`config.mk`:
```
export PLATFORM = sky130hd
export DESIGN_NAME = bvir_top
export DESIGN_NICKNAME = d
export VERILOG_FILES = /design/src/logic/bvir_reqgen.v /design/src/logic/bvir_sync.v /design/src/logic/bvir_top.v
export VERILOG_INCLUDE_DIRS = /design/src /design/src/logic
export SDC_FILE = /design/constraint.sdc
export NUM_CORES = 1
export LEC_CHECK = 0
export BUFFER_PORTS_ARGS = -buffer_cell sky130_fd_sc_hd__buf_2
export CELL_PAD_IN_SITES_DETAIL_PLACEMENT = 0
export CELL_PAD_IN_SITES_GLOBAL_PLACEMENT = 1
export CORE_ASPECT_RATIO = 1.1
export CORE_UTILIZATION = 43
export CTS_CLUSTER_SIZE = 16
export DETAILED_ROUTE_END_ITERATION = 7
export PLACE_DENSITY_LB_ADDON = 0.1
export SETUP_SLACK_MARGIN = 0.05
export SLEW_MARGIN = 20
export SYNTH_ARGS = -nofsm -noshare
export SYNTH_HDL_FRONTEND = slang
export SYNTH_SLANG_ARGS = --single-unit
```
`constraint.sdc`:
```
create_clock -name i_clock -period 2 [get_ports i_clock]
set_input_delay 0 -clock i_clock [delete_from_list [all_inputs] [get_ports i_clock]]
set_output_delay 0 -clock i_clock [all_outputs]
set_load 0.01 [all_outputs]
```
`src/logic/bvir_defs.vh`:
```
// Constants for the bus vectored interrupt requester.
`ifndef BVIR_DEFS_VH
`define BVIR_DEFS_VH
`define BVIR_CLK_PERIOD_NS   10
`define BVIR_VEC_SETTLE_NS   125
`define BVIR_VEC_SETTLE_CYC  ((`BVIR_VEC_SETTLE_NS) / (`BVIR_CLK_PERIOD_NS))
`define BVIR_VEC_DROP_NS     100
`define BVIR_VEC_DROP_CYC    ((`BVIR_VEC_DROP_NS) / (`BVIR_CLK_PERIOD_NS))
`define BVIR_PASS_MAX_NS     500
`define BVIR_PASS_MAX_CYC    ((`BVIR_PASS_MAX_NS) / (`BVIR_CLK_PERIOD_NS))
`define BVIR_REPLY_MAX_NS    10000
`define BVIR_REPLY_MAX_CYC   ((`BVIR_REPLY_MAX_NS) / (`BVIR_CLK_PERIOD_NS))
`define BVIR_LVL4            2'd0
`define BVIR_LVL5            2'd1
`define BVIR_LVL6            2'd2
`define BVIR_LVL7            2'd3
`define BVIR_ST_IDLE         3'h0
`define BVIR_ST_REQ          3'h1
`define BVIR_ST_PASS         3'h2
`define BVIR_ST_REPLY        3'h3
`define BVIR_ST_DONE         3'h4
`define BVIR_SYNC_STAGES     2
`endif

```
`src/logic/bvir_reqgen.v`:
```
// Request line pattern for the configured priority level.
`timescale 1ns/100ps
`include "bvir_defs.vh"
module bvir_reqgen
(
   input  wire [1:0] i_level,
   input  wire       i_active,
   output reg  [3:0] o_lines
);
   // Bit 0 is level 4, bit 3 is level 7.
   always @*
   begin
      o_lines = 4'h0;
      if (i_active)
      begin
         o_lines[0] = 1'b1;
         case (i_level)
            `BVIR_LVL5: o_lines[1] = 1'b1;
            `BVIR_LVL6: o_lines[2] = 1'b1;
            `BVIR_LVL7:
            begin
               o_lines[2] = 1'b1;
               o_lines[3] = 1'b1;
            end
            default: o_lines[0] = 1'b1;
         endcase
      end
   end
endmodule

```
`src/logic/bvir_sync.v`:
```
// Two-flop synchroniser for one asynchronous bus level.
`timescale 1ns/100ps
module bvir_sync
(
   input  wire i_clock,
   input  wire i_sys_rst,
   input  wire i_async,
   output wire o_sync
);
   reg meta_q;
   reg sync_q;
   always @(posedge i_clock or posedge i_sys_rst)
   begin
      if (i_sys_rst)
      begin
         meta_q <= 1'b0;
         sync_q <= 1'b0;
      end
      else
      begin
         meta_q <= i_async;
         sync_q <= meta_q;
      end
   end
   assign o_sync = sync_q;
endmodule

```
`src/logic/bvir_top.v`:
```
// Peripheral interrupt requester: request, daisy-chain arbitration and vector reply.
`timescale 1ns/100ps
`include "bvir_defs.vh"
module bvir_top
#(
   parameter VEC_W = 16
)
(
   input  wire             i_clock,
   input  wire             i_sys_rst,
   input  wire             i_int_enable,
   input  wire             i_req_condition,
   input  wire [1:0]       i_level_sel,
   input  wire             i_single_level,
   input  wire             i_position_dependent,
   input  wire [VEC_W-1:0] i_vector,
   input  wire             i_input_strobe,
   input  wire             i_ack_chain_in,
   input  wire             i_request_line_level5,
   input  wire             i_request_line_level6,
   input  wire             i_request_line_level7,
   output reg              o_request_line_level4,
   output reg              o_request_line_level5,
   output reg              o_request_line_level6,
   output reg              o_request_line_level7,
   output reg              o_ack_chain_out,
   output reg              o_slave_reply,
   output reg  [VEC_W-1:0] o_shared_addr_data_lines,
   output reg              o_shared_addr_data_oe_n,
   output reg              o_request_pending
);
   // Inputs here are active-high views of the bus levels; pad inversion is outside.
   wire strobe_s;
   wire ack_s;
   wire rq5_s;
   wire rq6_s;
   wire rq7_s;
   wire [3:0] req_lines;

   reg  [2:0]       state_q;
   reg  [2:0]       state_d;
   reg              block_q;
   reg              block_d;
   reg              strobe_prev_q;
   reg              cond_prev_q;
   reg              pending_q;
   reg              pending_d;
   reg  [VEC_W-1:0] vector_q;

   wire strobe_rise;
   wire cond_rise;
   wire higher_req;
   wire req_active;

   bvir_sync u_sync_strobe
   (
      .i_clock   (i_clock),
      .i_sys_rst (i_sys_rst),
      .i_async   (i_input_strobe),
      .o_sync    (strobe_s)
   );
   bvir_sync u_sync_ack
   (
      .i_clock   (i_clock),
      .i_sys_rst (i_sys_rst),
      .i_async   (i_ack_chain_in),
      .o_sync    (ack_s)
   );
   bvir_sync u_sync_rq5
   (
      .i_clock   (i_clock),
      .i_sys_rst (i_sys_rst),
      .i_async   (i_request_line_level5),
      .o_sync    (rq5_s)
   );
   bvir_sync u_sync_rq6
   (
      .i_clock   (i_clock),
      .i_sys_rst (i_sys_rst),
      .i_async   (i_request_line_level6),
      .o_sync    (rq6_s)
   );
   bvir_sync u_sync_rq7
   (
      .i_clock   (i_clock),
      .i_sys_rst (i_sys_rst),
      .i_async   (i_request_line_level7),
      .o_sync    (rq7_s)
   );

   assign strobe_rise = strobe_s & ~strobe_prev_q;
   assign cond_rise   = i_req_condition & ~cond_prev_q;

   // equal levels resolved by chain position
   assign higher_req = i_single_level | i_position_dependent ? 1'b0 :
                       (i_level_sel == `BVIR_LVL4) ? (rq5_s | rq6_s) :
                       (i_level_sel == `BVIR_LVL5) ? rq6_s :
                       (i_level_sel == `BVIR_LVL6) ? rq7_s : 1'b0;

   // enable and the pending flag gate the request
   assign req_active = pending_q & i_int_enable;

   bvir_reqgen u_reqgen
   (
      .i_level  (i_level_sel),
      .i_active (req_active),
      .o_lines  (req_lines)
   );

   always @*
   begin
      state_d   = state_q;
      block_d   = block_q;
      pending_d = pending_q;
      // a fresh condition edge makes a new request
      if (cond_rise & i_int_enable)
         pending_d = 1'b1;
      case (state_q)
         `BVIR_ST_IDLE:
         begin
            // single-level blocks whenever its own request is active
            // The decision is frozen at the strobe edge, so a request that appears
            // between strobe and acknowledge waits for the next cycle.
            if (strobe_rise)
               block_d = req_active & ~higher_req;
            else if (~strobe_s)
               block_d = 1'b0;
            if (ack_s)
            begin
               if (block_d)
                  state_d = `BVIR_ST_REPLY;
               else
                  state_d = `BVIR_ST_PASS;
            end
         end
         `BVIR_ST_PASS:
         begin
            if (~ack_s & ~strobe_s)
               state_d = `BVIR_ST_IDLE;
         end
         `BVIR_ST_REPLY:
         begin
            if (~strobe_s | ~ack_s)
            begin
               state_d = `BVIR_ST_DONE;
               pending_d = cond_rise & i_int_enable;
            end
         end
         `BVIR_ST_DONE:
         begin
            if (~strobe_s)
            begin
               block_d = 1'b0;
               state_d = `BVIR_ST_IDLE;
            end
         end
         default: state_d = `BVIR_ST_IDLE;
      endcase
   end

   always @(posedge i_clock or posedge i_sys_rst)
   begin
      if (i_sys_rst)
      begin
         state_q                  <= `BVIR_ST_IDLE;
         block_q                  <= 1'b0;
         strobe_prev_q            <= 1'b0;
         cond_prev_q              <= 1'b0;
         pending_q                <= 1'b0;
         vector_q                 <= {VEC_W{1'b0}};
         o_request_line_level4    <= 1'b0;
         o_request_line_level5    <= 1'b0;
         o_request_line_level6    <= 1'b0;
         o_request_line_level7    <= 1'b0;
         o_ack_chain_out          <= 1'b0;
         o_slave_reply            <= 1'b0;
         o_shared_addr_data_lines <= {VEC_W{1'b0}};
         o_shared_addr_data_oe_n  <= 1'b1;
         o_request_pending        <= 1'b0;
      end
      else
      begin
         state_q       <= state_d;
         block_q       <= block_d;
         strobe_prev_q <= strobe_s;
         cond_prev_q   <= i_req_condition;
         pending_q     <= pending_d;
         o_request_line_level4 <= req_lines[0] & (state_q != `BVIR_ST_DONE);
         o_request_line_level5 <= req_lines[1] & (state_q != `BVIR_ST_DONE);
         // position-dependent level 7 omits level 6
         o_request_line_level6 <= req_lines[2] & (state_q != `BVIR_ST_DONE) &
                                  ~(i_position_dependent & (i_level_sel == `BVIR_LVL7));
         o_request_line_level7 <= req_lines[3] & (state_q != `BVIR_ST_DONE);
         o_ack_chain_out <= (state_d == `BVIR_ST_PASS) & ack_s & ~block_d;
         if (state_d == `BVIR_ST_REPLY && state_q != `BVIR_ST_REPLY)
            vector_q <= i_vector;
         // reply a few cycles after ack
         o_slave_reply            <= (state_d == `BVIR_ST_REPLY);
         o_shared_addr_data_oe_n  <= ~(state_d == `BVIR_ST_REPLY);
         o_shared_addr_data_lines <= (state_d == `BVIR_ST_REPLY) ?
                                     ((state_q == `BVIR_ST_REPLY) ? vector_q : i_vector) : {VEC_W{1'b0}};
         o_request_pending        <= pending_d;
      end
   end
endmodule

```
After elaboration in Yosys (flattened, before gate mapping)
Index checks and enable logic that the tools add are counted.
Word-level totals
  RAM bits: 0
  memory bits (read-only): 0
  output and inout port bits: 24
  latch bits: 0
  word-level logic and storage cells: 86
  memories: 0
  flip-flop bits (word level): 56
  input port bits: 29
Operators by class
  multiplexer cells: 23
  div/mod/pow operators: 0
  multipliers: 0
  shift-type cells: 0
  magnitude comparators: 0
  equality and inequality tests: 10
  reduce and logical (&&, ||, !) cells: 4
  add/sub/neg operators: 0
  bitwise gates (word level): 25
Operators by type and width (number)
  16-bit two-way mux: 2
  1-bit bitwise AND: 14
  1-bit two-way mux: 14
  3-bit by 2-bit equality test with 1-bit output (second input constant): 4
  3-bit two-way mux: 4
  3-bit one-hot mux with 4 select lines: 1
  1-bit NOT: 8
  2-bit equality test (second input constant): 2
  4-bit two-way mux: 1
  3-bit equality test (second input constant): 1
  3-bit logical NOT: 1
  3-bit by 2-bit != test with 1-bit output (second input constant): 1
  3-bit != test (second input constant): 1
  1-bit OR: 3
  2-bit by 1-bit equality test with 1-bit output (second input constant): 1
  2-bit logical NOT: 1
  1-bit one-hot mux with 2 select lines: 1
  2-bit OR reduction: 1
  1-bit logical AND: 1

Logic depth before layout (Yosys ltp)
Gate-level depths: netlist of run 1.
  depth in word-level cells: 15
  mapped depth: 6
  gate-level depth less buffers: 4

Cells and area by module
From an unflattened synthesis of run 1, not the netlist that was laid out.
Unflattened totals
  cells, all modules: 144
  area total of the unflattened synthesis: 2125.8 um^2
Modules (own cells, without submodules)
  bvir_top: instances 1, cells an instance 125, area an instance 1825.5 um^2
  bvir_sync: instances 5, cells an instance 3, area an instance 53.8 um^2
  bvir_reqgen: instances 1, cells an instance 4, area an instance 31.3 um^2

Worst setup path after synthesis of run 1
OpenSTA, ideal clock, no wires.
  path kind: reg-to-reg
  start point: register state_q[1]
  end point: register vector_q[7]
  buffers on the path: 2
  setup slack: 302 ps
  data required time: 1866 ps
  data arrival time: 1564 ps
  cell stages (with the launch flop): 6
  library setup time: 134 ps
  path through: dfrtp_1 or4b_1 buf_6 buf_12 a221oi_2 nand3_1
On the way
  cells in the longest elaborated chain, start to end: 4
  elaborated cells on any way between the ends: 12
  classes of those cells: eq/ne (5); mux (5); reduce/logical (2)
RTL lines
  start: declaration: RTL line bvir_top.v:40  | reg [2:0] state_q;
  start signal: assignment: RTL line bvir_top.v:165  | state_q <= `BVIR_ST_IDLE;
  start signal: assignment: RTL line bvir_top.v:183  | state_q <= state_d;
  3-bit equality test (tied with other cells): RTL line bvir_top.v:118  | case (state_q)
  3-bit one-hot mux with 4 select lines: RTL line bvir_top.v:118
  3-bit by 2-bit equality test with 1-bit output (no source line)
  1-bit logical AND (no source line) *
  end signal: assignment: RTL line bvir_top.v:170  | vector_q <= {VEC_W{1'b0}};
  end signal: assignment: RTL line bvir_top.v:196  | vector_q <= i_vector;
  end: declaration: RTL line bvir_top.v:48  | reg [VEC_W-1:0] vector_q;
Every way passes the cells marked *; elsewhere a longest branch is shown, timed or not.
A chain may end at the register's enable or synchronous reset.

Final worst setup path of run 1
  start point: register state_q[0]
  end point: register vector_q[11]
Same word-level chain as after synthesis.

==> results.txt, run 1 <==
share of cells above drive strength 1 = 32.7%
synthesis-to-layout area growth = 30.4%
global placement routability congestion = 0.775
power per cell area = 673 mW/mm²
Top-Level Pins = 53
Worst Path Required = 2.24 ns
final instance area = 0.00347 mm²
run status = finished clean
Max transition margin = 62.3%
DRC viols = 0
fin cells = 392
post-cts sizing count = 0
starting DRC count in detailed routing = 166
Cells after DPL = 356
grt total ovfl = 0
Syn Inst Count = 228
RSZ-0062 raised after global routing = false
min-delay worst type = primary input to flip-flop
most common flop cell mapped by yosys = dfrtp_1
initial cell density of the core = 45.3%
vias in the first global route = 2,059
Setup WS post-layout = 0.183 ns
die area = 0.00651 mm²
peak supply drop = 356 µV
post-DR wirelength/cell = 15.4 µm
fin nets = 343
register bit total from synthesis = 56
syn nets = 257
leading post-synthesis cells by cell area = dfrtp_1 52%, a221oi_2 6.2%, a22oi_1 4.5%
data arrival time of the worst path = 2.06 ns
setup violators final = 0
Final Cycle Share = 90.9%
metal2 WL = 2830 µm
Max Slew Vio Count = 0
Sw Share = 24.0%
Seq pwr share = 51.6%
DR vias = 2,167
Comb pwr share = 14.6%
top cells by count, synth = 55 x dfrtp_1, 27 x nand2_1, 19 x and3_1
Vias/cell = 5.53
register area share after synthesis = 52.7%
Crit Path Class = flip-flop to flip-flop
clk root buf = clkbuf_8
post-layout min period = 1.82 ns
DP HPWL = 3770 µm
Min Hold Slack = 0.0400 ns
Pre-Repair DR Iteration Count = 4
clock-pin slew on the worst setup and hold paths = 0.10 ns
Regs by FF count = o_shared_addr_data_lines: 16 flops, vector_q: 16 flops, state_q: 3 flops
worst skew pair latency = 0.30 ns
share of the synthesized area in the top cell type = 51.7%
Psw = 562 µW
Pint = 1780 µW
YS warnings = 0
crit path launch type = flip-flop
Avg Cell Area, Syn = 11.7 µm²
clk sink count = 56
part of the power in the clock network = 33.8%
clock buffer depth = 2
setup TNS = 0 ns
Setup crit end kind = flip-flop
pin count of the biggest net entering global routing = 34
Worst-Margin Slew = 0.565 ns
Port Buf Inserts = 52
first-pass GRT wire length = 10,200 µm
total CTS buffers = 5
cell taking the most area after synthesis = dfrtp_1
max-cap viol count = 0
Leak Pwr = 0.00160 µW
metal1 wirelength = 2910 µm
DRT antenna net count = 0
FFs w/ async S/R, synth = 100%
Final Hold Fails = 0
WL final = 6060 µm
Core Footprint = 0.00588 mm²
Die Ht = 84.6 µm
antenna violations before repair = 0
H-tree depth = 2
most frequent cell after synthesis = dfrtp_1
Yosys cell types = 36
Routed met3 length = 272 µm
pre-CTS WS = 0.139 ns
fmax = 0.550 GHz
Synth Cell Area = 0.00266 mm²
fillcell total = 515
Cell Area, Placed = 0.00306 mm²
critical path peak fanout = 18
std cell rows = 29
total track usage = 19.9%
Post-synth EDFFs = 0
Antenna Cells = 0
Layout Skew = 0.00875 ns
die span in x = 77.0 µm
CTS tree = yes
DR top layer = met4
[worst max-delay path, stage by stage (launching register included)]
cell and delay (ns):
dfrtp_1 0.42, or4b_1 0.57, buf_12 0.20, nor2_8 0.13
buf_4 0.24, a221oi_1 0.11, nand3_1 0.09
[kinds of logic after synthesis]
logic type / share of synthesized area (%)
buffers and inverters: 5.12
and+or+nand+nor: 19.7
DFF: 52.7
AOI/OAI and AO/OA: 22.1
adders and majority gates: 0.376
[power by group through the flow]
stage | Combinational (µW) | Sequential, µW | Clock [µW]
2_1_floorplan | 173 | 1230 | 0
3_3_place_gp | 304 | 1230 | 0
3_5_place_dp | 302 | 1230 | 0
4_1_cts | 344 | 1210 | 815
5_1_grt | 377 | 1210 | 857
6_report | 342 | 1210 | 791
[final cells by class]
cell class / count / area, µm² / share of cell area (%)
repair buffers: 95 / 713 / 20.5
clock buffers: 7 / 96.3 / 2.77
flip-flops and latches: 56 / 1400 / 40.4
clock inverters: 1 / 30.0 / 0.864
inverters: 3 / 11.3 / 0.324
well taps: 77 / 96.3 / 2.77
multi-input cells: 153 / 1120 / 32.4
[worst paths after layout]
| check | slack [ns] | cells past startpoint | start | end |
|---|---|---|---|---|
| max | 0.18 | 6 | state_q[0] | vector_q[11] |
| min | 0.04 | 3 | i_position_dependent | o_request_line_level6 |
| max reg2reg | 0.18 | 6 | state_q[0] | vector_q[11] |
| min reg2reg | 0.36 | 0 | u_sync_strobe.meta_q | u_sync_strobe.o_sync |
| max in group asynchronous | 1.09 | 4 | i_sys_rst | o_shared_addr_data_oe_n |
| min in group asynchronous | 0.28 | 3 | i_sys_rst | u_sync_rq5.meta_q |
[layer usage]
layer  up-vias  global-route usage [%]
met4         0                    5.83
li1       1062                       -
met2        63                    31.7
met3         4                    4.02
met5         -                       0
met1      1038                    27.6
[layout by cell type, fill, tap and decap left out, drive strengths merged, types with 2 or more instances in the layout]
master,count
dlygate4sd3,27
a32o,2
a221oi,15
dfrtp,55
nand4,16
inv,3
nor2,6
and3,19
buf,68
a211o,3
a22oi,16
nand3,16
nand2,27
o21ai,3
a211oi,2
o211ai,16
clkbuf,7
[per-stage QoR]
stage / total power (µW) / util, %
after global placement: 1530 / 52.0
after detailed placement: 1530 / 52.0
final: 2340 / 59.1
after global routing: 2450 / 59.1
after CTS: 2370 / 58.8
after floorplan: 1410 / -
[repair_timing]
item	in CTS	in global routing
buffers inserted	0	1
endpoints found under the setup margin	0	10
endpoints found under the hold margin	67	0
hold buffers	27	0
No activity file was read; power rests on OpenSTA's default activity.
==> run 2: changes to the inputs <==
--- a/config.mk
+++ b/config.mk
@@ -10,6 +10,7 @@
 export CELL_PAD_IN_SITES_DETAIL_PLACEMENT = 0
 export CELL_PAD_IN_SITES_GLOBAL_PLACEMENT = 1
 export CORE_ASPECT_RATIO = 1.1
+export CORE_MARGIN = 2
 export CORE_UTILIZATION = 43
 export CTS_CLUSTER_SIZE = 16
 export DETAILED_ROUTE_END_ITERATION = 7
==> run 2 against run 1 <==
- global-route usage fell by 0.23 points
- clock-buffer cell count fell by 1
- non-clock buffer count fell by 2
- flip-flop and latch count did not move
- sequential power barely moved
- critical endpoint is now vector_q[15]
- largest cell class unchanged
- highest routed layer unchanged
==> results.txt, run 2 (synthesized netlist as in run 1, its figures left out) <==
clock buffer depth = 2
Final Cycle Share = 93.0%
Worst Path Required = 2.24 ns
setup TNS = 0 ns
Leak Pwr = 0.00158 µW
starting DRC count in detailed routing = 132
data arrival time of the worst path = 2.10 ns
Cell Area, Placed = 0.00305 mm²
WL final = 6290 µm
Layout Skew = 0.00444 ns
CTS tree = yes
Final Hold Fails = 0
clock-pin slew on the worst setup and hold paths = 0.09 ns
Port Buf Inserts = 52
first-pass GRT wire length = 10,600 µm
commonest non-fill, non-tap cell in the layout = dfrtp_1
Hold EP = o_request_line_level6
Top-Level Pins = 53
DRC viols = 0
RSZ-0062 raised after global routing = false
most frequent cells in the layout = 55 x dfrtp_1, 52 x buf_2, 27 x nand2_1, 27 x dlygate4sd3_1, 19 x and3_1
clk sink count = 56
pin count of the biggest net entering global routing = 57
min-delay worst type = primary input to flip-flop
Max transition margin = 52.7%
fillcell total = 543
Crit Path Class = flip-flop to flip-flop
reg2reg path depth = 6
power per cell area = 636 mW/mm²
Vias/cell = 5.70
r2r startpoint = state_q[0]
vias in the first global route = 2,233
die area = 0.00684 mm²
Antenna Cells = 0
DP HPWL = 3920 µm
share of cells above drive strength 1 = 32.3%
initial cell density of the core = 43.8%
std cell rows = 30
die span in x = 79.0 µm
Design Power = 2180 µW
fin nets = 341
Pre-Repair DR Iteration Count = 5
antenna violations before repair = 0
Worst-Margin Slew = 0.709 ns
grt total ovfl = 0
Setup crit end kind = flip-flop
total track usage = 19.7%
DR vias = 2,239
H-tree depth = 2
Die Ht = 86.6 µm
FF-to-FF End = vector_q[15]
Hold Path Depth = 3
post-layout min period = 1.86 ns
Core Footprint = 0.00608 mm²
Max Slew Vio Count = 0
DRT antenna net count = 0
total CTS buffers = 5
crit path launch type = flip-flop
critical hold path startpoint = i_position_dependent
critical path peak fanout = 18
final instance area = 0.00343 mm²
clk root buf = clkbuf_8
FF-to-FF setup slack = 0.14 ns
post-DR wirelength/cell = 16.0 µm
setup violators final = 0
Regs by FF count = o_shared_addr_data_lines: 16 flops, vector_q: 16 flops, state_q: 3 flops
synthesis-to-layout area growth = 28.6%
fmax = 0.538 GHz
global placement routability congestion = 0.786
worst skew pair latency = 0.30 ns
peak supply drop = 329 µV
run status = finished clean
max-cap viol count = 0
==> run 2: worst max path at each step <==
stage / endpoint / depth (start not counted) / from
finish: vector_q[15] / 6 / state_q[0]
global route: vector_q[15] / 6 / state_q[0]
CTS: vector_q[15] / 5 / state_q[0]
detailed placement: vector_q[15] / 5 / state_q[0]
global placement: vector_q[15] / 5 / state_q[0]
floorplan: vector_q[7] / 5 / state_q[1]
==> run 2: area by class of cell <==
cell class              count  area [µm²]  area share [%]
clock buffers               6        82.6            2.41
well taps                  80         100            2.92
repair buffers             93         686            20.0
multi-input cells         153        1130            33.1
clock inverters             2        10.0           0.292
inverters                   3        11.3           0.329
flip-flops and latches     56        1400            40.9
==> run 2: through the flow <==
step | setup slack [ns] | util (%) | hold slack, ns | cells
after floorplan | 0.302 | - | 0.0314 | 228
after global placement | 0.157 | 50.2 | 0.108 | 358
after detailed placement | 0.124 | 50.2 | 0.110 | 358
after CTS | 0.116 | 56.2 | 0.0285 | 393
after global routing | 0.0617 | 56.3 | 0.0657 | 393
final | 0.141 | 56.3 | 0.0455 | 393
==> run 2: timing repair <==
action	CTS	global route
resized for setup	0	1
endpoints found under the hold margin	96	0
setup endpoints to repair	0	1
hold buffers	27	0
buffers inserted	0	0
==> run 2: per-layer routing <==
metal / routed length, µm / up-vias / global-route usage (%)
met5: 0 / - / 0
met4: 36 / 0 / 6.43
met3: 174 / 4 / 3.85
met2: 3180 / 46 / 31.6
met1: 2900 / 1138 / 27.0
li1: - / 1051 / -
==> run 2: power by group <==
group	switching [µW]	total [µW]	internal [µW]	leakage, µW
combinational	188	343	155	0.000870
clock	351	628	277	0.0000510
sequential	30.3	1210	1180	0.000657
total	569	2180	1610	0.00158
==> run 2: critical path, cell delays in order, from the launching register on <==
cell	delay, ns
dfrtp_1	0.42
or4b_1	0.56
buf_12	0.20
nor2_8	0.21
buf_12	0.17
a221o_1	0.13
nand3b_1	0.09
